File: config.mk
export PLATFORM = sky130hd
export DESIGN_NAME = slms_top
export DESIGN_NICKNAME = d
export VERILOG_FILES = /design/src/verilog/slms_pkg.sv /design/src/verilog/slms_deframer_bank.sv /design/src/verilog/slms_sync_stretch.sv /design/src/verilog/slms_top.sv
export SDC_FILE = /design/constraint.sdc
export NUM_CORES = 1
export LEC_CHECK = 0
export ABC_AREA = 1
export BUFFER_PORTS_ARGS = -buffer_cell sky130_fd_sc_hd__buf_2
export CORE_ASPECT_RATIO = 1.2
export CORE_MARGIN = 4
export CORE_UTILIZATION = 59
export CTS_CLUSTER_SIZE = 24
export DETAILED_ROUTE_END_ITERATION = 7
export GPL_TIMING_DRIVEN = 0
export PLACE_DENSITY_LB_ADDON = 0.1
export SYNTH_ARGS = -nofsm -noshare
export SYNTH_HDL_FRONTEND = slang
export SYNTH_SLANG_ARGS = --single-unit
File: constraint.sdc
create_clock -name clk -period 3.3 [get_ports clk]
set_input_delay 0.66 -clock clk [delete_from_list [all_inputs] [get_ports clk]]
set_output_delay 0.66 -clock clk [all_outputs]
set_load 0.005 [all_outputs]
File: src/verilog/slms_pkg.sv
// Shared constants, types and decode helpers of the link mode setup block
package slms_pkg;

    // ==================================================================
    // Bus geometry: printed offsets are word indexes, byte address = 4*idx
    localparam int          ADDR_W          = 13;
    localparam int          IDX_W           = 11;
    localparam logic [10:0] IDX_SYSREF      = 11'h084;
    localparam logic [10:0] IDX_CLK_POWER   = 11'h100;
    localparam logic [10:0] IDX_LINK_MODE   = 11'h110;
    localparam logic [10:0] IDX_INTERP      = 11'h111;
    localparam logic [10:0] IDX_LINK_CTRL   = 11'h300;
    localparam logic [10:0] IDX_SYNC_ERR    = 11'h312;
    localparam logic [10:0] IDX_LANE_CFG    = 11'h453;
    localparam logic [10:0] IDX_SUBCLASS    = 11'h458;
    localparam logic [10:0] IDX_DFR_RESET   = 11'h475;

    // ==================================================================
    // Field positions
    localparam int SYSREF_DC_BIT   = 6;
    localparam int SYSREF_RECEIVER_POWERDOWN_BIT   = 0;
    localparam int LMODE_DUAL_BIT  = 5;
    localparam int LMODE_BAD_BIT   = 7;
    localparam int LCTRL_DUAL_BIT  = 3;
    localparam int LCTRL_PAGE_BIT  = 2;
    localparam int LANE_SCR_BIT    = 7;
    localparam int DFR_RST_BIT     = 3;

    // ==================================================================
    // Writable masks, reset values and command values
    localparam logic [7:0] SYSREF_MASK     = 8'h41;
    localparam logic [7:0] LCTRL_MASK      = 8'h0F;
    localparam logic [7:0] RST_SYSREF      = 8'h00;
    localparam logic [7:0] RST_CLK_POWER   = 8'h01;
    localparam logic [5:0] RST_LINK_MODE   = 6'h00;
    localparam logic [7:0] RST_INTERP      = 8'h11;
    localparam logic [7:0] RST_LINK_CTRL   = 8'h00;
    localparam logic [7:0] RST_SYNC_ERR    = 8'h00;
    localparam logic [7:0] RST_LANE_CFG    = 8'h00;
    localparam logic [7:0] RST_SUBCLASS    = 8'h00;
    localparam logic [7:0] DFR_HOLD        = 8'h09;
    localparam logic [7:0] DFR_RELEASE     = 8'h01;
    localparam logic [7:0] CLK_ON_VALUE    = 8'h00;
    localparam logic [1:0] LINK_EN_DUAL    = 2'b11;
    localparam logic [4:0] MAX_SINGLE_MODE = 5'h16;
    localparam logic [4:0] MAX_DUAL_MODE   = 5'h16;

    // ==================================================================
    // State carriers
    typedef struct packed {
        logic [7:0]  sysref;
        logic [7:0]  clkpwr;
        logic [5:0]  lmode;
        logic        invalid;
        logic [7:0]  interp;
        logic [7:0]  lctl;
        logic [7:0]  syncerr;
        logic        clk_on;
        logic [1:0]  link_on;
        logic        pready;
        logic        pslverr;
        logic [31:0] prdata;
    } slms_top_t;

    typedef struct packed {
        logic [7:0] lane;
        logic [7:0] sub;
        logic [7:0] rst;
    } slms_bank_t;

    typedef struct packed {
        logic [3:0] cnt;
        logic       busy;
        logic       sync_n;
    } slms_sync_t;

    // Word address match of a register index
    function automatic logic slms_hit(input logic [12:0] addr,
                                      input logic [10:0] idx);
        return addr == {idx, 2'b00};
    endfunction

    // Mode and interpolation combination check
    function automatic logic slms_combo_ok(input logic [5:0] mode,
                                           input logic [7:0] interp);
        logic main_ok;
        logic ch_ok;
        logic mode_ok;
        main_ok = interp[7:4] inside {4'h1, 4'h2, 4'h4, 4'h6, 4'h8, 4'hC};
        ch_ok   = interp[3:0] inside {4'h1, 4'h2, 4'h3, 4'h4, 4'h6, 4'h8};
        mode_ok = mode[5] ? (mode[4:0] <= MAX_DUAL_MODE)
                          : (mode[4:0] <= MAX_SINGLE_MODE);
        return main_ok & ch_ok & mode_ok;
    endfunction

endpackage

File: src/verilog/slms_deframer_bank.sv
// Per-link paged deframer settings and soft reset
`timescale 1ns/10ps
`default_nettype none
module slms_deframer_bank (
    input  wire logic       clk,
    input  wire logic       rst_n,
    input  wire logic       wr_lane,
    input  wire logic       wr_sub,
    input  wire logic       wr_rst,
    input  wire logic [7:0] wdata,
    output logic      [7:0] lane_ff,
    output logic      [7:0] sub_ff,
    output logic      [7:0] rst_ff,
    output logic            soft_rst
);
    import slms_pkg::*;

    slms_bank_t st_ff;
    slms_bank_t nxt_st;

    // ==================================================================
    // Settings are only taken on the strobe for this link
    always_comb begin
        nxt_st = st_ff;
        if (wr_lane) begin
            nxt_st.lane = wdata;
        end
        if (wr_sub) begin
            nxt_st.sub = wdata;
        end
        if (wr_rst) begin
            nxt_st.rst = wdata;
        end
    end

    // Deframer starts held in soft reset until software releases it
    always_ff @(posedge clk or negedge rst_n) begin
        if (!rst_n) begin
            st_ff <= '{lane: RST_LANE_CFG, sub: RST_SUBCLASS, rst: DFR_HOLD};
        end else begin
            st_ff <= nxt_st;
        end
    end

    assign lane_ff  = st_ff.lane;
    assign sub_ff   = st_ff.sub;
    assign rst_ff   = st_ff.rst;
    assign soft_rst = st_ff.rst[DFR_RST_BIT];

    a_soft_reset_hold: assert property (
        @(posedge clk) disable iff (!rst_n)
        (wr_rst && wdata == DFR_HOLD) |=> soft_rst ##1 soft_rst || wr_rst)
        else $error("Deframer not held after hold write");
    a_soft_reset_rel: assert property (
        @(posedge clk) disable iff (!rst_n)
        (wr_rst && wdata == DFR_RELEASE) |=> !soft_rst)
        else $error("Deframer not released after release write");
endmodule
`default_nettype wire

File: src/verilog/slms_sync_stretch.sv
// Sync output driver with programmable error indication length
`timescale 1ns/10ps
`default_nettype none
module slms_sync_stretch (
    input  wire logic       clk,
    input  wire logic       rst_n,
    input  wire logic       link_up,
    input  wire logic       err,
    input  wire logic [3:0] duration,
    output logic            sync_n
);
    import slms_pkg::*;

    slms_sync_t st_ff;
    slms_sync_t nxt_st;

    // ==================================================================
    // Low while link is down; an error pulls it low duration+1 cycles
    always_comb begin
        nxt_st = st_ff;
        if (!link_up) begin
            nxt_st = '{cnt: 4'h0, busy: 1'b0, sync_n: 1'b0};
        end else if (err) begin
            nxt_st = '{cnt: duration, busy: 1'b1, sync_n: 1'b0};
        end else if (st_ff.busy && st_ff.cnt != 4'h0) begin
            nxt_st.cnt = st_ff.cnt - 4'h1;
        end else begin
            nxt_st = '{cnt: 4'h0, busy: 1'b0, sync_n: 1'b1};
        end
    end

    always_ff @(posedge clk or negedge rst_n) begin
        if (!rst_n) begin
            st_ff <= '{cnt: 4'h0, busy: 1'b0, sync_n: 1'b0};
        end else begin
            st_ff <= nxt_st;
        end
    end

    assign sync_n = st_ff.sync_n;

    // Match ends on the third low cycle; the fourth must be high again
    a_sync_err_len: assert property (
        @(posedge clk) disable iff (!rst_n)
        (err && link_up && duration == 4'h2) ##1 (link_up && !err)[*3]
        |-> !sync_n && !$past(sync_n) && !$past(sync_n, 2) ##1 sync_n)
        else $error("Sync error indication length wrong");
    c_sync_err: cover property (@(posedge clk) disable iff (!rst_n)
        err && link_up ##1 !sync_n ##[1:16] sync_n);
endmodule
`default_nettype wire

File: src/verilog/slms_top.sv
// Link mode, interpolation, sysref and paged deframer setup registers
//
// The APB register port was decided locally.
`timescale 1ns/10ps
`default_nettype none
// How it works
// - Link mode bit 5 picks single-link (0) or dual-link (1)
// - Link mode bits 4:0 pick the lane operating mode
// - Link mode bit 7 reads 1 for an invalid mode/interpolation mix
// - Interpolation bits 7:4 hold the main datapath interpolation
// - Interpolation bits 3:0 hold the channel interpolation
// - Sysref bit 6 selects ac (0) or dc (1) coupled input
// - Sync error register upper nibble sets error indication length
// - Link control bit 2 selects which link's deframer is paged
// - Link enable field 01 runs one link, 11 runs both
// - Writing 0x09 holds deframer in soft reset, 0x01 releases it
// - Lane config bit 7 turns descrambling on
module slms_top (
    input  wire logic                      clk,
    input  wire logic                      rst_n,
    input  wire logic                      psel,
    input  wire logic                      penable,
    input  wire logic                      pwrite,
    input  wire logic [slms_pkg::ADDR_W-1:0] paddr,
    input  wire logic [31:0]               pwdata,
    output logic                           pready,
    output logic      [31:0]               prdata,
    output logic                           pslverr,
    input  wire logic [1:0]                lane_err,
    output logic                           dp_clk_en,
    output logic                           dual_link,
    output logic      [4:0]                lane_mode,
    output logic      [3:0]                main_interp_setting,
    output logic      [3:0]                channel_interp_setting,
    output logic                           combo_invalid,
    output logic                           sysref_coupling_select,
    output logic                           sysref_receiver_powerdown,
    output logic      [3:0]                sync_err_duration,
    output logic      [1:0]                link_enable,
    output logic      [1:0]                descramble_en,
    output logic      [1:0][4:0]           lane_count_m1,
    output logic      [1:0][2:0]           subclass_field,
    output logic      [1:0][4:0]           sample_width_m1,
    output logic      [1:0]                deframer_in_reset,
    output logic      [1:0]                sync_output_n
);
    import slms_pkg::*;

    slms_top_t       st_ff;
    slms_top_t       nxt_st;
    logic            access;
    logic            wr;
    logic            miss;
    logic [7:0]      rd;
    logic            page;
    logic            hit_lane;
    logic            hit_sub;
    logic            hit_rst;
    logic [1:0]      wr_lane;
    logic [1:0]      wr_sub;
    logic [1:0]      wr_rst;
    logic [1:0][7:0] bk_lane;
    logic [1:0][7:0] bk_sub;
    logic [1:0][7:0] bk_rst;
    logic [1:0]      bk_soft;
    logic [1:0]      link_up;

    // ==================================================================
    // Bus phase decode
    // One wait state: answer is prepared in the first access cycle so
    // that read data and error both come straight from flops.
    assign access   = psel & penable;
    assign wr       = access & st_ff.pready & pwrite & ~st_ff.pslverr;
    assign page     = st_ff.lctl[LCTRL_PAGE_BIT];
    assign hit_lane = slms_hit(paddr, IDX_LANE_CFG);
    assign hit_sub  = slms_hit(paddr, IDX_SUBCLASS);
    assign hit_rst  = slms_hit(paddr, IDX_DFR_RESET);

    // ==================================================================
    // Read mux; unmapped addresses answer with an error and zero data
    always_comb begin
        rd   = 8'h00;
        miss = 1'b0;
        if (slms_hit(paddr, IDX_SYSREF)) begin
            rd = st_ff.sysref;
        end else if (slms_hit(paddr, IDX_CLK_POWER)) begin
            rd = st_ff.clkpwr;
        end else if (slms_hit(paddr, IDX_LINK_MODE)) begin
            rd = {st_ff.invalid, 1'b0, st_ff.lmode};
        end else if (slms_hit(paddr, IDX_INTERP)) begin
            rd = st_ff.interp;
        end else if (slms_hit(paddr, IDX_LINK_CTRL)) begin
            rd = st_ff.lctl;
        end else if (slms_hit(paddr, IDX_SYNC_ERR)) begin
            rd = st_ff.syncerr;
        end else if (hit_lane) begin
            rd = bk_lane[page];
        end else if (hit_sub) begin
            rd = bk_sub[page];
        end else if (hit_rst) begin
            rd = bk_rst[page];
        end else begin
            miss = 1'b1;
        end
    end

    // ==================================================================
    // Register updates and derived flags
    always_comb begin
        nxt_st        = st_ff;
        nxt_st.pready = 1'b0;
        if (access && !st_ff.pready) begin
            nxt_st.pready  = 1'b1;
            nxt_st.pslverr = miss;
            nxt_st.prdata  = pwrite ? 32'h0000_0000 : {24'h00_0000, rd};
        end
        if (wr) begin
            if (slms_hit(paddr, IDX_SYSREF)) begin
                nxt_st.sysref = pwdata[7:0] & SYSREF_MASK;
            end
            if (slms_hit(paddr, IDX_CLK_POWER)) begin
                nxt_st.clkpwr = pwdata[7:0];
            end
            if (slms_hit(paddr, IDX_LINK_MODE)) begin
                nxt_st.lmode = pwdata[5:0];
            end
            if (slms_hit(paddr, IDX_INTERP)) begin
                nxt_st.interp = pwdata[7:0];
            end
            if (slms_hit(paddr, IDX_LINK_CTRL)) begin
                nxt_st.lctl = pwdata[7:0] & LCTRL_MASK;
            end
            if (slms_hit(paddr, IDX_SYNC_ERR)) begin
                nxt_st.syncerr = pwdata[7:0];
            end
        end
        // Flags are taken from the next settings, so they change on the same edge as a write
        nxt_st.invalid = ~slms_combo_ok(nxt_st.lmode, nxt_st.interp);
        nxt_st.clk_on  = (nxt_st.clkpwr == CLK_ON_VALUE);
        nxt_st.link_on = {nxt_st.lctl[1:0] == LINK_EN_DUAL,
                          nxt_st.lctl[0]};
    end

    // Datapath clocks stay off after reset until software powers them up
    always_ff @(posedge clk or negedge rst_n) begin
        if (!rst_n) begin
            st_ff <= '{sysref: RST_SYSREF, clkpwr: RST_CLK_POWER,
                       lmode: RST_LINK_MODE, invalid: 1'b0,
                       interp: RST_INTERP, lctl: RST_LINK_CTRL,
                       syncerr: RST_SYNC_ERR, clk_on: 1'b0,
                       link_on: 2'b00, pready: 1'b0, pslverr: 1'b0,
                       prdata: 32'h0000_0000};
        end else begin
            st_ff <= nxt_st;
        end
    end

    // ==================================================================
    // Per-link deframer banks and sync drivers
    // Page select steers writes so link 1 setup cannot disturb link 0.
    genvar gi;
    generate
        for (gi = 0; gi < 2; gi++) begin : g_link
            assign wr_lane[gi] = wr & hit_lane & (page == gi);
            assign wr_sub[gi]  = wr & hit_sub  & (page == gi);
            assign wr_rst[gi]  = wr & hit_rst  & (page == gi);
            assign link_up[gi] = st_ff.link_on[gi] & ~bk_soft[gi];

            slms_deframer_bank u_bank (
                .clk      (clk),
                .rst_n    (rst_n),
                .wr_lane  (wr_lane[gi]),
                .wr_sub   (wr_sub[gi]),
                .wr_rst   (wr_rst[gi]),
                .wdata    (pwdata[7:0]),
                .lane_ff  (bk_lane[gi]),
                .sub_ff   (bk_sub[gi]),
                .rst_ff   (bk_rst[gi]),
                .soft_rst (bk_soft[gi])
            );

            slms_sync_stretch u_sync (
                .clk      (clk),
                .rst_n    (rst_n),
                .link_up  (link_up[gi]),
                .err      (lane_err[gi]),
                .duration (st_ff.syncerr[7:4]),
                .sync_n   (sync_output_n[gi])
            );

            assign descramble_en[gi]     = bk_lane[gi][LANE_SCR_BIT];
            assign lane_count_m1[gi]     = bk_lane[gi][4:0];
            assign subclass_field[gi]    = bk_sub[gi][7:5];
            assign sample_width_m1[gi]   = bk_sub[gi][4:0];
            assign deframer_in_reset[gi] = bk_soft[gi];
        end
    endgenerate

    // ==================================================================
    // Output taps, all from state flops
    assign pready                    = st_ff.pready;
    assign prdata                    = st_ff.prdata;
    assign pslverr                   = st_ff.pslverr;
    assign dp_clk_en                 = st_ff.clk_on;
    assign dual_link                 = st_ff.lmode[LMODE_DUAL_BIT];
    assign lane_mode                 = st_ff.lmode[4:0];
    assign main_interp_setting       = st_ff.interp[7:4];
    assign channel_interp_setting    = st_ff.interp[3:0];
    assign combo_invalid             = st_ff.invalid;
    assign sysref_coupling_select    = st_ff.sysref[SYSREF_DC_BIT];
    assign sysref_receiver_powerdown = st_ff.sysref[SYSREF_RECEIVER_POWERDOWN_BIT];
    assign sync_err_duration         = st_ff.syncerr[7:4];
    assign link_enable               = st_ff.link_on;

    // ==================================================================
    // Checks
    a_dual_link_sel: assert property (
        @(posedge clk) disable iff (!rst_n)
        (wr && slms_hit(paddr, IDX_LINK_MODE))
        |=> dual_link == $past(pwdata[5]))
        else $error("Link arrangement not taken from write");
    a_lane_mode_sel: assert property (
        @(posedge clk) disable iff (!rst_n)
        (wr && slms_hit(paddr, IDX_LINK_MODE)) ##1 1'b1
        |-> lane_mode == $past(pwdata[4:0]))
        else $error("Lane mode not taken from write");
    a_invalid_flag: assert property (
        @(posedge clk) disable iff (!rst_n)
        ##1 combo_invalid == !slms_combo_ok({dual_link, lane_mode},
                    {main_interp_setting, channel_interp_setting}))
        else $error("Invalid combination flag disagrees");
    a_invalid_read: assert property (
        @(posedge clk) disable iff (!rst_n)
        (access && !pready && !pwrite && slms_hit(paddr, IDX_LINK_MODE))
        |=> prdata[7] == combo_invalid)
        else $error("Invalid flag not read back in bit 7");
    a_main_interp: assert property (
        @(posedge clk) disable iff (!rst_n)
        (wr && slms_hit(paddr, IDX_INTERP))
        |=> main_interp_setting == $past(pwdata[7:4]))
        else $error("Main interpolation not taken");
    a_chan_interp: assert property (
        @(posedge clk) disable iff (!rst_n)
        (wr && slms_hit(paddr, IDX_INTERP))
        |=> channel_interp_setting == $past(pwdata[3:0]))
        else $error("Channel interpolation not taken");
    a_sysref_mode: assert property (
        @(posedge clk) disable iff (!rst_n)
        (wr && slms_hit(paddr, IDX_SYSREF))
        |=> sysref_coupling_select == $past(pwdata[6]))
        else $error("Sysref coupling not taken");
    a_page_read: assert property (
        @(posedge clk) disable iff (!rst_n)
        (access && !pready && !pwrite && hit_lane)
        |=> prdata[7:0] == $past(bk_lane[page]))
        else $error("Paged read from wrong link");
    a_page_route: assert property (
        @(posedge clk) disable iff (!rst_n)
        (wr && hit_lane && !page) |=> $stable(bk_lane[1]))
        else $error("Write leaked into unselected link");
    // Link 1 setup must leave the link 0 settings untouched
    a_page_sub: assert property (
        @(posedge clk) disable iff (!rst_n)
        (wr && hit_sub && page) |=> $stable(bk_sub[0]))
        else $error("Subclass write leaked into link 0");
    a_page_rst: assert property (
        @(posedge clk) disable iff (!rst_n)
        (wr && hit_rst && page) |=> $stable(bk_rst[0]))
        else $error("Reset write leaked into link 0");
    a_link_enable: assert property (
        @(posedge clk) disable iff (!rst_n)
        (wr && slms_hit(paddr, IDX_LINK_CTRL)) |=>
        link_enable == {$past(pwdata[1:0]) == LINK_EN_DUAL, $past(pwdata[0])})
        else $error("Link enables wrong");
    a_descramble: assert property (
        @(posedge clk) disable iff (!rst_n)
        (wr && hit_lane && !page) |=> descramble_en[0] == $past(pwdata[7]))
        else $error("Descrambling not taken");
    // A link that is down or held in soft reset keeps its sync request low
    a_sync_down: assert property (
        @(posedge clk) disable iff (!rst_n)
        !link_up[0] |=> !sync_output_n[0])
        else $error("Sync released while link 0 is down");

    c_dual_enabled: cover property (@(posedge clk) disable iff (!rst_n)
        link_enable == 2'b11 && dual_link);
    c_invalid_seen: cover property (@(posedge clk) disable iff (!rst_n)
        $rose(combo_invalid));
    c_link1_release: cover property (@(posedge clk) disable iff (!rst_n)
        $fell(deframer_in_reset[1]));
endmodule
`default_nettype wire

# After elaboration in Yosys (flattened, before gate mapping)
# Index checks and enable logic that the tools add are counted.
# classes
n_addsub,2
magnitude_cmp,2
eq_ne,24
n_mux,41
bitwise_logic,22
reduce_logical,13
# op_table
cell,count
$mux W8,19
$eq A13 B11 Y1 const B,3
$eq A13 B13 Y1 const B,3
$mux W34,1
$mux W6,5
$eq A13 B12 Y1 const B,2
$mux W24,1
$and A1 B1 Y1,17
$eq A4 B3 Y1 const B,4
$mux W14,1
$eq A13 B10 Y1 const B,1
$eq A4 B2 Y1 const B,3
$eq A4 B4 Y1 const B,3
$mux W4,3
$reduce_bool A6 Y1,2
$mux W1,9
$eq A4 B1 Y1 const B,2
$logic_not A8 Y1,1
$reduce_and A2 Y1,4
$reduce_bool A4 Y1,2
$sub A4 B1 Y4 const B,2
$ne A3 B3 Y1 const B,2
$le A5 B5 Y1 const B,1
$not A1 Y1,5
other kinds (5),8
# word_totals
regBits,134
input_bits,52
out_inout_bits,90
word_cells,130

# Logic depth before layout (Yosys ltp)
# Gate-level depths: netlist of the first run.
# logic_depth
ltp_word,13
depth_mapped,16
mapped_depth_nobuf,16

# Modules after synthesis
# A second synthesis of the first run with hierarchy kept.
# hier_totals
hier_cells,844
area_unflattened_um2,6218.5
# modules_own_cells
module,n_inst,cells_per_inst,area_per_inst_um2,seq_area_each_um2
slms_top,1,562,3746.1,1229.9
slms_deframer_bank,2,103,925.9,603.1
slms_sync_stretch,2,38,310.3,150.1

# Worst setup path after synthesis of the first run
# OpenSTA, ideal clock, no wires.
# synth_path
kind,input -> register
from,in paddr[1] (netlist bit)
to,reg st_ff (netlist bit combo_invalid)
setup_time_ps,124
arrival_ps,1794
required_time_ps,3176
setup_slack_ps,1382
cell_stages,11
n_path_buf,1
path_cell_list,nor2_4 nand3_2 nor3_4 nand2_2 buf_6 nand2_1 o21ai_1 nor2_1 nand2_1 nand2_1 nand3_1
# synth_lines
item,line_no,source
from (decl),slms_top.sv:24,"input wire logic [slms_pkg::ADDR_W-1:0] paddr,"
to (signal assigned),slms_top.sv:147,"st_ff <= '{sysref: RST_SYSREF, clkpwr: RST_CLK_POWER,"
to (signal assigned),slms_top.sv:154,st_ff <= nxt_st;
to (decl),slms_top.sv:49,slms_top_t st_ff;

# Worst setup path in the final report of the first run
# layout_path
from,in paddr[9] (netlist bit)
to,reg st_ff (netlist bit prdata[3])
# layout_between
elab_chain_cells,11
word_cells_on_any_way,19
classes_between,eq/ne: 9; mux: 10
# layout_rtl
item,line_no,source
$eq A13 B13 Y1,slms_pkg.sv:80,"return addr == {idx, 2'b00};"
$mux W8,slms_top.sv:100,end else if (hit_rst) begin
$mux W8,slms_top.sv:98,end else if (hit_sub) begin
$mux W8,slms_top.sv:96,end else if (hit_lane) begin
$mux W8,slms_top.sv:94,"end else if (slms_hit(paddr, IDX_SYNC_ERR)) begin"
$mux W8,slms_top.sv:92,"end else if (slms_hit(paddr, IDX_LINK_CTRL)) begin"
$mux W8,slms_top.sv:90,"end else if (slms_hit(paddr, IDX_INTERP)) begin"
$mux W8,slms_top.sv:88,"end else if (slms_hit(paddr, IDX_LINK_MODE)) begin"
$mux W8,slms_top.sv:86,"end else if (slms_hit(paddr, IDX_CLK_POWER)) begin"
$mux W8 (*),slms_top.sv:84,"if (slms_hit(paddr, IDX_SYSREF)) begin"
$mux W8 (*),slms_top.sv:115,"nxt_st.prdata = pwrite ? 32'h0000_0000 : {24'h00_0000, rd};"
# Every way passes the cells marked *; elsewhere a longest branch is shown, timed or not.
# A chain may end at the register's enable or synchronous reset.

==> results of run 1 <==
==> sequential cells by signal (all words and copies together), names as in the netlist, 2 cells and up <==
register,flops
st_ff,14
lane_mode,5
g_link.u_bank.rst_ff,16
prdata,8
g_link.u_bank.sub_ff,16
g_link.u_bank.lane_ff,16
g_link.u_sync.sync_n,2
link_enable,2
sync_err_duration,4
main_interp_setting,4
channel_interp_setting,4
g_link.u_sync.st_ff,10
==> critical path, cell delays in order <==
cell,delay [ps]
buf_2,130
nor2_2,170
nand4_1,250
nor2_1,280
nand2_1,230
nand2_1,120
inv_1,40
nand2_1,70
nand2_1,70
nand2_1,90
nand2_1,60
nand2_1,50
nand2_1,50
nand2_1,70
nand2_1,50
==> how the worst max path moves through the flow <==
stage          startpoint                    endpoint
3_3_place_gp        rst_n  g_link[0].u_bank.sub_ff[5]
6_report         paddr[9]                   prdata[3]
2_1_floorplan    paddr[1]               combo_invalid
5_1_grt              page                   prdata[7]
3_5_place_dp     paddr[9]                   prdata[3]
4_1_cts              page                   prdata[5]
==> routing by layer <==
layer  up-vias  wire length (µm)  global-route usage, %
li1       2732                 -                      -
met1      2655              6790                  36.84
met2       271              8503                  48.94
met3        52              1278                  4.328
met4         0               717                  14.21
met5         -                 0                      0
==> power by group through the flow <==
stage | clock, mW | sequential, mW | combinational (mW)
floorplan | 0 | 1.37 | 0.0732
global placement | 0 | 1.37 | 0.152
detailed placement | 0 | 1.37 | 0.159
CTS | 1.27 | 1.34 | 0.159
global route | 1.33 | 1.34 | 0.177
finish | 1.26 | 1.34 | 0.160
==> stage by stage <==
step | util (%) | hold WS (ps) | worst slack (ps) | cells | total power, mW
after floorplan | - | 364.4 | 1382 | 831 | 1.439
after global placement | 68.24 | 433.5 | 404.6 | 1050 | 1.518
after detailed placement | 68.54 | 454.7 | 870.9 | 1051 | 1.525
after CTS | 72.02 | 353.9 | 1188 | 1067 | 2.769
after global routing | 72.02 | 374.0 | 985.7 | 1067 | 2.850
final | 72.02 | 328.5 | 1165 | 1067 | 2.761
==> cell type report <==
class	instances	area share [%]
clock buffer	12	3.523
inverter	81	4.176
clock inverter	4	1.306
sequential	109	37.58
multi-input combinational	552	35.90
tap	126	2.165
buffer	89	8.541
timing repair buffer	94	6.805
==> cell families after synthesis <==
| group | count (synthesis) |
|---|---|
| flip-flops | 109 |
| AND/OR/NAND/NOR | 396 |
| AO/OA/AOI/OAI | 126 |
| buffers and inverters | 170 |
| XOR/XNOR | 4 |
| adder cells (fa/ha/maj) | 2 |
| other | 1 |
==> Yosys cell counts (4+ instances only) <==
cell type,n,area share (%)
inv_2,6,0.36
a21oi_1,11,0.89
nand4_1,10,1.0
nand3_1,43,3.5
nor2_4,7,1.3
o21ai_0,81,6.5
buf_2,8,0.65
nand3_2,7,1.1
clkbuf_1,10,0.61
nor2_2,5,0.51
or2_2,5,0.51
nor3_4,4,1.1
nand2_1,226,14
nor2_1,69,4.2
buf_4,68,8.2
o21ai_1,27,2.2
nor3_1,6,0.49
inv_1,73,4.4
dfstp_2,7,3.0
nand2_2,5,0.51
dfrtp_1,102,41
==> flow_results.org, run 1 <==
** Run status
- The run finished with clean final reports.

** Logic synthesis
- Post-synth EDFFs :: 0
- Fraction of the yosys area taken by sequential cells :: 44.21%
- The synthesized netlist contains 38 unique library cells.
- Compound-gate portion of the synthesized area :: 10.51%
- Synth Instances :: 808
- Synthesis inferred 109 register bits.
- In the synthesized netlist the async set-or-reset flop fraction comes to 100.0%.
- Of the total synthesized cell area, the portion taken by XOR and XNOR cells is 0.5660%.
- Summing every instance area after synthesis gives 6190 µm².
- After Yosys synthesis, full adders, half adders and majority gates account for 0.4043% of the synthesized area.
- Syn Area/Cell :: 7.661 µm²
- Synthesized-area fraction occupied by and/or/nand/nor cells :: 29.29%
- After synthesis, the largest family of logic cells by area is simple AND/OR/NAND/NOR gates.
- For this run, the leading register cell type out of synthesis is dfrtp_1.
- During synthesis, Yosys emitted a total of 0 warnings.
- Measured against the total synthesized area, the mux share comes to 0%.

** Power and ir drop
- Internal power consumption :: 2.169 mW
- Power share of the combinational group :: 5.8%
- Power per unit of standard cell area :: 379.2 nW/µm²
- Clock network fraction of design power :: 45.7%
- Proportion of total power due to net switching :: 21.44%
- Switch Pwr :: 591.8 µW
- Leakage dissipation :: 4.024 nW
- Per report_power, the sequential group accounts for 48.5% of the total.
- VDD sags by at most 0.0002370 V.

** Finish
- Final design area excluding fillers :: 7281 µm²
- In the layout the commonest cells are 226 x nand2_1, 102 x dfrtp_1, 100 x buf_2, 81 x o21ai_0, 73 x inv_1.
- FF/Latch Area :: 2736 µm²
- Leading cell type in the layout, fill and taps excluded :: nand2_1
- In the final layout, the multi-input gates occupy 2614 µm².
- Area growth, synth to finish :: 17.63%
- Nets@finish :: 990
- Number of antenna repair diodes :: 0
- Number of inserted filler cells in the final layout :: 841
- Fraction of layout instances using a drive strength above 1 :: 25.72%

** Worst setup path
- Setup slack on the worst reg-to-reg path comes out at 1180 ps.
- Of all nets on the critical path, the largest fanout is 8.
- FF-to-FF End :: prdata[5]
- For the worst setup path, the data arrival time is 2380 ps.
- Category of the most critical setup path :: in2reg
- CP startpoint kind :: primary input
- RR Startpoint :: page
- Register-to-Register Path Depth :: 11
- STA puts the critical path data required time at 3540 ps.
- Critical path endpoint category :: flip-flop

** STA
- Setup total negative slack on the finished layout was measured at 0 ps.
- Of the available clock period, the critical path in the final layout requires 64.69%.
- Setup violations remaining at the end of the flow were counted as 0.
- Hold violation total from the final report :: 0
- Relative slew margins :: 43.36%
- F_max :: 0.4685 GHz
- RSZ-0062 raised after global routing :: false
- The final max-slew violation count is 0.
- For the pin with the worst max-slew slack, the measured transition is 849.6 ps.
- Clock period minus worst slack :: 2135 ps
- On the final layout, the worst clock skew is 9.186 ps.

** Clocking
- Hold repair after CTS inserted 0 buffers.
- Post CTS Setup Buffer Count :: 0
- The clock passes through at most 2 buffers.
- In this run, post-CTS repair resized a total of 0 instances.
- Clk sinks :: 109
- Counting the buffers created by CTS gives 9.
- Root Buffer :: clkbuf_16
- Number of H-tree levels :: 3
- Worst-path clk slew :: 70 ps
- Clock tree from TritonCTS :: yes
- For the worst-skew pair, the clock arrives at the later sink with an insertion delay of 350 ps.

** Route
- Router iterations before antenna repair :: 5
- Total DRC errors in the routed layout :: 0
- The count of nets left with antenna violations once routing finished came out at 0.
- In the final routed layout, each cell accounts on average for 16.20 µm.
- The detailed router placed 5,710 vias in this run.
- Total wirelength of the detailed-routed design :: 17.29 mm
- The detailed router finished its first iteration with 383 violations.
- Using the TritonRoute via totals, the vias-per-cell ratio works out to 5.351.

** Placement
- Once detailed placement completed, the half-perimeter wirelength came to 12.86 mm.
- Placement Cell Area :: 6929 µm²
- In this run the tool buffered the top-level ports with 93 buffer cells.
- Routability congestion estimate from global placement :: 0.9509

** Worst hold path
- In this run the worst hold path is classified as in2async.

** Global route
- Summed over all layers, the global routing overflow is 0.
- GRT Total Usage :: 29.28%
- The first global-routing pass estimated 27.59 mm of wire.
- Number of global-route vias before repair :: 5,468
- The number of antenna violations at the first check in global routing was 0.
- Entering global routing, the biggest net connects 62 pins.

** Flow run
- Max Cap Viol :: 0

** Floorplanning
- Placement row count :: 40
- Initial core utilization :: 61.23%
- The total area inside the core boundary comes to 10,110 µm².
- For this design the top-level I/O count stands at 142.
- Measured along the y axis, the die boundary spans 120.2 µm.
- Area of the die :: 12,200 µm²
- In this run the horizontal extent of the chip is 101.5 µm.
Note: power is estimated with default switching activity, not from simulation.
==> run 2, diff against run 1 <==
ABC_AREA = 0   (was 1)
CORE_UTILIZATION = 49   (was 59)
clock period = 1.9 ns   (was 3.3 ns; I/O delays follow)
==> flow_results.org, run 2 <==
** STA
- Clock skew :: 10.28 ps
- Final number of max-transition violations :: 0
- Relative slew margins :: 47.93%
- After layout, the worst setup slack is -258.0 ps.
- For the pin with the worst max-slew slack, the measured transition is 781.0 ps.
- Final worst path period share :: 113.6%
- Worst-case hold slack :: 14.83 ps
- Derived from the worst setup path, the maximum achievable clock frequency is 0.4634 GHz.
- Hold violation total from the final report :: 0
- Final Setup Violations :: 75
- Setup repair after global routing could not meet its margin everywhere.
- The smallest clock period supported by the final layout is computed as 2158 ps.

** Clocking
- The clock passes through at most 2 buffers.
- Number of H-tree levels :: 3
- Clock Latency Late Sink :: 350 ps
- TritonCTS built the clock tree.
- Root Buffer :: clkbuf_16
- CTS Buf Count :: 9
- Clk sinks :: 109
- Worst-path clk slew :: 80 ps
- The number of hold buffers added after CTS was 0.

** Worst setup path
- In this run the worst path has a maximum fanout of 4.
- For the worst flop-to-flop path, the logic depth is 6.
- Largest incremental delay on the critical path :: 460 ps
- Category of the most critical setup path :: in2reg
- Total buffers and inverters traversed by the critical path :: 1
- Delay-heaviest family, CP :: simple AND/OR/NAND/NOR gates
- Worst Path Arrival :: 2420 ps
- CP required :: 2160 ps
- For this design, the slowest cell found on the critical path is or4_4.
- The worst setup path is captured at a flip-flop.
- In this design, the critical path's most frequently occurring cell is or3_4.
- Cells along the critical path :: buf_8 > or3_4 > or3_4 > or4_4 > nor2_8 > mux2_4 > a211oi_2
- CP startpoint kind :: primary input
- The critical path crosses 7 cells after its start point.

** Finish
- Fraction of layout instances using a drive strength above 1 :: 57.56%
- Area growth, synth to finish :: 43.82%
- For this run, the post-layout net count is 803.
- Most used cells in the layout excluding fill and tap cells :: 116 x buf_4, 101 x dfrtp_1, 81 x buf_2, 53 x mux2_4, 35 x mux2_2
- After filler insertion, the fill cell instance count of the layout stands at 866.
- Multi-input logic area :: 3483 µm²
- Cells fill 72.09% of the core in the end.
- Registers take 2738 µm².
- Leading cell type in the layout, fill and taps excluded :: buf_4
- The number of antenna diodes in the final layout is 0.

** Logic synthesis
- Main synth FF type :: dfrtp_1
- Share of synthesized registers carrying an async set or reset :: 100.0%
- Count of different cell masters after synthesis :: 67
- Fraction of the yosys area taken by sequential cells :: 45.07%
- Most used standard cell by instance count after synthesis :: dfrtp_1
- The largest total area in the synthesized netlist belongs to dfrtp_1.
- FF+latch count, synth :: 109
- By area the synthesized netlist is led by dfrtp_1 42%, mux2_2 16%, buf_4 8.5%.
- Syn Area/Cell :: 10.98 µm²
- After synthesis, the largest area contributor takes up 42.04% of total cell area.
- By count the netlist is led by 102 x dfrtp_1, 88 x mux2_2, 69 x buf_4, 36 x nand2_1, 33 x nor2_1.
- Synth Instances :: 553
- Post-Synthesis Cell Area :: 6071 µm²
- The Yosys step of the flow raised 0 warnings.
- Post-synth EDFFs :: 0

** Placement
- Count of port buffers added during placement :: 92
- The wire-length estimate of the detail-placed layout is 12.05 mm.
- Routability congestion estimate from global placement :: 0.8948

** Floorplanning
- After floorplanning, the core was sized to cover 12,110 µm².
- Boundary Pins :: 142
- Initial core utilization :: 50.12%
- In this run the horizontal extent of the chip is 109.6 µm.
- Overall die height :: 129.9 µm
- The floorplan step defined a die boundary enclosing 14,240 µm².
- In this run the core area contains 44 standard-cell rows.

** Power and ir drop
- Leakage dissipation :: 4.262 nW
- Total chip power :: 4.642 mW
- The worst-case IR drop observed on VDD is 0.0005325 V.
- In this run the power density over the cells is 531.6 nW/µm².

** Global route
- Number of global-route vias before repair :: 4,913
- Entering global routing, the biggest net connects 72 pins.
- First-pass GRT wire length :: 27.41 mm
- Global routing consumed, over all layers together, 25.48% of the routing resources.
- Congestion Overflow GR :: 0
- Number of antenna violations at the first check in global routing :: 0

** Route
- Total DRC errors in the routed layout :: 0
- Router iterations before antenna repair :: 4
- Detailed-route via count :: 5,128
- In this run the remaining antenna-violating nets after routing total 0.
- Summed over all layers, the routed wires come to 19.06 mm.
- Per-cell routed wire length :: 20.83 µm
- For this block, the initial DRC count from the detailed router was 366.
- Dividing the detail-routed via count by the number of cells gives 5.604.

** Worst hold path
- Min-delay worst type :: in2async

** Run status
- Run status :: complete, but fails checks
- The checks that failed: setup timing.

** Flow run
- Max Cap Viol :: 0
==> run 2: cell types whose count changed in the layout (fill, tap and decap cells not counted), sizes merged, moves of 39 or more <==
| cell | delta |
|---|---|
| buf | +64 |
| inv | -68 |
| mux2 | +88 |
| nand2 | -198 |
| nand3 | -39 |
| nor2 | -42 |
| o21ai | -88 |
==> run 2: layout make-up <==
cell class              count  share of cell area (%)
flip-flops and latches    109                   31.36
well taps                 161                   2.307
inverters                  10                  0.4299
clock inverters             4                  0.6592
repair buffers            164                   14.72
clock buffers              12                   2.709
plain buffers              88                   7.925
multi-input cells         367                   39.90
==> run 2: layer usage <==
layer	wire (µm)	GRT usage [%]
met1	7864	34.05
met2	9200	40.96
met3	1210	4.255
met4	779	11.08
met5	0	0
==> run 2: cells by family (layout without fill, tap and decap cells) <==
| logic type | count (synthesis) | in the layout | share of synthesized area (%) |
|---|---|---|---|
| AO/OA/AOI/OAI | 75 | 75 | 8.286 |
| XOR/XNOR | 4 | 4 | 0.5770 |
| adder cells (fa/ha/maj) | 2 | 2 | 0.4121 |
| buffers and inverters | 100 | 278 | 10.66 |
| flip-flops | 109 | 109 | 45.07 |
| multiplexers | 109 | 109 | 19.79 |
| other | 1 | 24 | 0.06177 |
| AND/OR/NAND/NOR | 153 | 153 | 15.15 |
==> run 2: final timing paths <==
kind,from,to,slack [ps]
setup / recovery,paddr[3],dp_clk_en,-260
hold / removal,rst_n,g_link[0].u_sync.st_ff[1],10
setup reg to reg,pready,g_link[0].u_bank.lane_ff[6],-10
hold reg to reg,g_link[0].u_sync.sync_n,g_link[0].u_sync.sync_n,490
max in group asynchronous,rst_n,st_ff[68],1100
min in group clk,lane_err[0],g_link[0].u_sync.sync_n,300
==> run 2: per-stage QoR <==
step / cell area (µm²) / TNS, ps / setup WS (ps) / instances
3_3_place_gp: 7101 / -132160 / -852.9 / 829
5_1_grt: 8731 / -11810 / -276.5 / 915
4_1_cts: 8208 / -5527 / -319.2 / 886
2_1_floorplan: 6439 / -13800 / -460.2 / 576
6_report: 8731 / -7694 / -258.0 / 915
3_5_place_dp: 7131 / -52690 / -892.3 / 830
==> run 2: power breakdown <==
group	internal, mW	total, mW	switching [mW]
clock network	1.04	1.92	0.886
logic	0.160	0.391	0.231
registers	2.32	2.33	0.00311
==> run 2: what timing repair did <==
action,in CTS,in global routing
pin swaps,38,52
setup endpoints to repair,88,85
gates resized for setup,99,60
cloned,0,2
setup buffers,41,30
==> run 3, diff against run 2 <==
GPL_TIMING_DRIVEN = 1   (was 0)
==> flow_results.org, run 3 (same netlist as run 2, synthesis figures left out) <==
** Global route
- Summed over all layers, the global routing overflow is 0.
- Number of global-route vias before repair :: 4,723
- Maximum number of pins on one net before global-route repair :: 44
- Number of antenna violations at the first check in global routing :: 0
- GRT Total Usage :: 24.36%
- First-pass GRT wire length :: 26.16 mm

** Clocking
- Clock-pin slew was measured on the worst setup and hold paths at 70 ps.
- Clock tree synthesis inserted a total of 9 buffers.
- For this design, the sink count on the clock tree is 109.
- Number of H-tree levels :: 3
- Root Buffer :: clkbuf_16
- Clock tree from TritonCTS :: yes
- Deepest clock path buffer count :: 2
- Clock Latency Late Sink :: 360 ps

** Finish
- Leading cell type in the layout, fill and taps excluded :: dfrtp_1
- Area growth, synth to finish :: 27.25%
- Counting the fill cells in the layout gives 981.
- At the end of the flow, the number of nets in the layout was 723.
- Most used cells in the layout excluding fill and tap cells :: 102 x dfrtp_1, 86 x buf_2, 61 x buf_4, 44 x mux2_4, 44 x mux2_2
- Fraction of layout instances using a drive strength above 1 :: 50.59%
- Final standard cell count with taps included and fillers excluded :: 835
- The number of antenna diodes in the final layout is 0.

** Floorplanning
- Area of the die :: 14,240 µm²
- Placement row count :: 44
- 142 I/O pins were placed.
- Core Area :: 12,110 µm²
- Overall die height :: 129.9 µm
- Initial core utilization :: 50.12%
- The die is 109.6 µm wide.

** STA
- Final Setup Violations :: 23
- Post-route setup slack :: -183.8 ps
- The worst path in the final design needs a cycle of 2084 ps, including I/O delays and setup.
- Final worst path period share :: 109.7%
- For the final database, setup skew stands at 11.69 ps.
- RSZ-0062 raised after global routing :: true
- F_max :: 0.4799 GHz
- The number of hold violations in the final report is 0.
- In the final timing run, aggregate negative setup slack is -2082 ps.
- The final max-slew violation count was 0.

** Worst setup path
- Largest incremental delay on the critical path :: 470 ps
- The critical path is of the in2reg type.
- The worst setup path is captured at a flip-flop.
- Walking the worst path, the cells encountered are buf_6 > or3_4 > or3_4 > or4_4 > nor2_8 > mux2_4 > a211oi_2.
- The slowest stage of the critical path belongs to the cell or4_4.
- STA classifies the critical path startpoint as a primary input.
- In this design, the critical path's most frequently occurring cell is or3_4.
- CP required :: 2170 ps
- Largest fanout on the critical path :: 3
- Worst Path Arrival :: 2350 ps

** Route
- The final route contains 4,693 vias.
- The first detailed-routing pass ran for 5 iterations.
- Using the TritonRoute via totals, the vias-per-cell ratio works out to 5.620.
- Dividing the detail-routed wire length by the instance count gives 20.23 µm.
- Total DRC errors in the routed layout :: 0
- Wires add up to 16.89 mm.
- The detailed router finished its first iteration with 323 violations.
- Post-route ant nets :: 0

** Placement
- Count of port buffers added during placement :: 93
- Once detailed placement completed, the half-perimeter wirelength came to 12.27 mm.
- Counting tap cells, the placed design contains a total of 807 instances.
- Routability congestion estimate from global placement :: 0.9737

** Run status
- Run status :: complete, but fails checks
- Violations in the final reports :: setup timing

** Power and ir drop
- Internal power consumption :: 3.408 mW
- Clock network fraction of design power :: 41.8%
- Proportion of total power due to net switching :: 25.00%
- VDD sags by at most 0.0003814 V.
- Power share of the combinational group :: 7.0%
- Sequential share of power :: 51.2%
- Summed over all cells, the static leakage comes to 3.743 nW.
- Power per unit of standard cell area :: 588.3 nW/µm²
- Switch Pwr :: 1.136 mW

** Worst hold path
- The path class of the tightest hold or removal check is in2reg.

** Flow run
- Max Cap Viol :: 0
run 3: final cells by class:
cell class / instances / area [µm²] / area share (%)
clock inverters: 6 / 65.06 / 0.8422
repair buffers: 172 / 1246 / 16.13
well taps: 161 / 201.4 / 2.608
inverters: 10 / 37.54 / 0.4859
flip-flops and latches: 109 / 2736 / 35.42
multi-input cells: 367 / 3199 / 41.42
clock buffers: 10 / 239.0 / 3.094
run 3: metrics by stage:
stage               util, %  cell area, µm²  hold slack [ps]  power (mW)  worst slack [ps]
CTS                   62.14            7526            285.1       4.563            -184.2
floorplan                 -            6439            84.41       2.509            -460.2
global route          63.78            7725            291.6       4.706            -241.5
global placement      57.95            7019            361.3       2.661            -533.6
detailed placement    57.95            7019            370.6       2.667            -578.8
finish                63.78            7725            296.0       4.544            -183.8
run 3: routing by layer:
metal / routed length (µm) / vias up / share of wire (%) / track usage [%]
met5: 0 / - / 0 / 0
met4: 435 / 0 / 2.6 / 8.437
met3: 966 / 31 / 5.7 / 4.354
met2: 8165 / 162 / 48 / 39.49
met1: 7326 / 2368 / 43 / 32.99
li1: - / 2132 / - / -
run 3: worst paths after layout:
| kind | start | to | slack (ps) | cells past startpoint |
|---|---|---|---|---|
| hold / removal | lane_err[0] | g_link[0].u_sync.sync_n | 300 | 3 |
| min in group asynchronous | rst_n | g_link[1].u_sync.st_ff[4] | 510 | 2 |
| max in group asynchronous | rst_n | g_link[1].u_bank.rst_ff[3] | 730 | 3 |
| setup reg to reg | pslverr | g_link[1].u_bank.sub_ff[4] | 120 | 6 |
| hold reg to reg | prdata[6] | prdata[6] | 490 | 2 |
| setup / recovery | paddr[0] | dp_clk_en | -180 | 7 |
run 3: repair_timing:
item / in CTS / in global routing
hold endpoints to repair: 29 / 0
endpoints found under the setup margin: 52 / 58
gates cloned: 0 / 0
resized for setup: 29 / 34
hold buffers: 1 / 0
pin swaps: 7 / 26
buffers inserted: 7 / 4
run 3: power by group through the flow:
stage | logic, mW | registers (mW) | clock network, mW
2_1_floorplan | 0.136 | 2.37 | 0
3_3_place_gp | 0.290 | 2.37 | 0
3_5_place_dp | 0.297 | 2.37 | 0
4_1_cts | 0.308 | 2.33 | 1.93
5_1_grt | 0.353 | 2.33 | 2.03
6_report | 0.319 | 2.33 | 1.90
run 3: critical path: cells and delay by family:
family                 cells  cell delay (ps)
buffers and inverters      1              100
multiplexers               1              320
AND/OR/NAND/NOR            4             1370
AO/OA/AOI/OAI              1              190
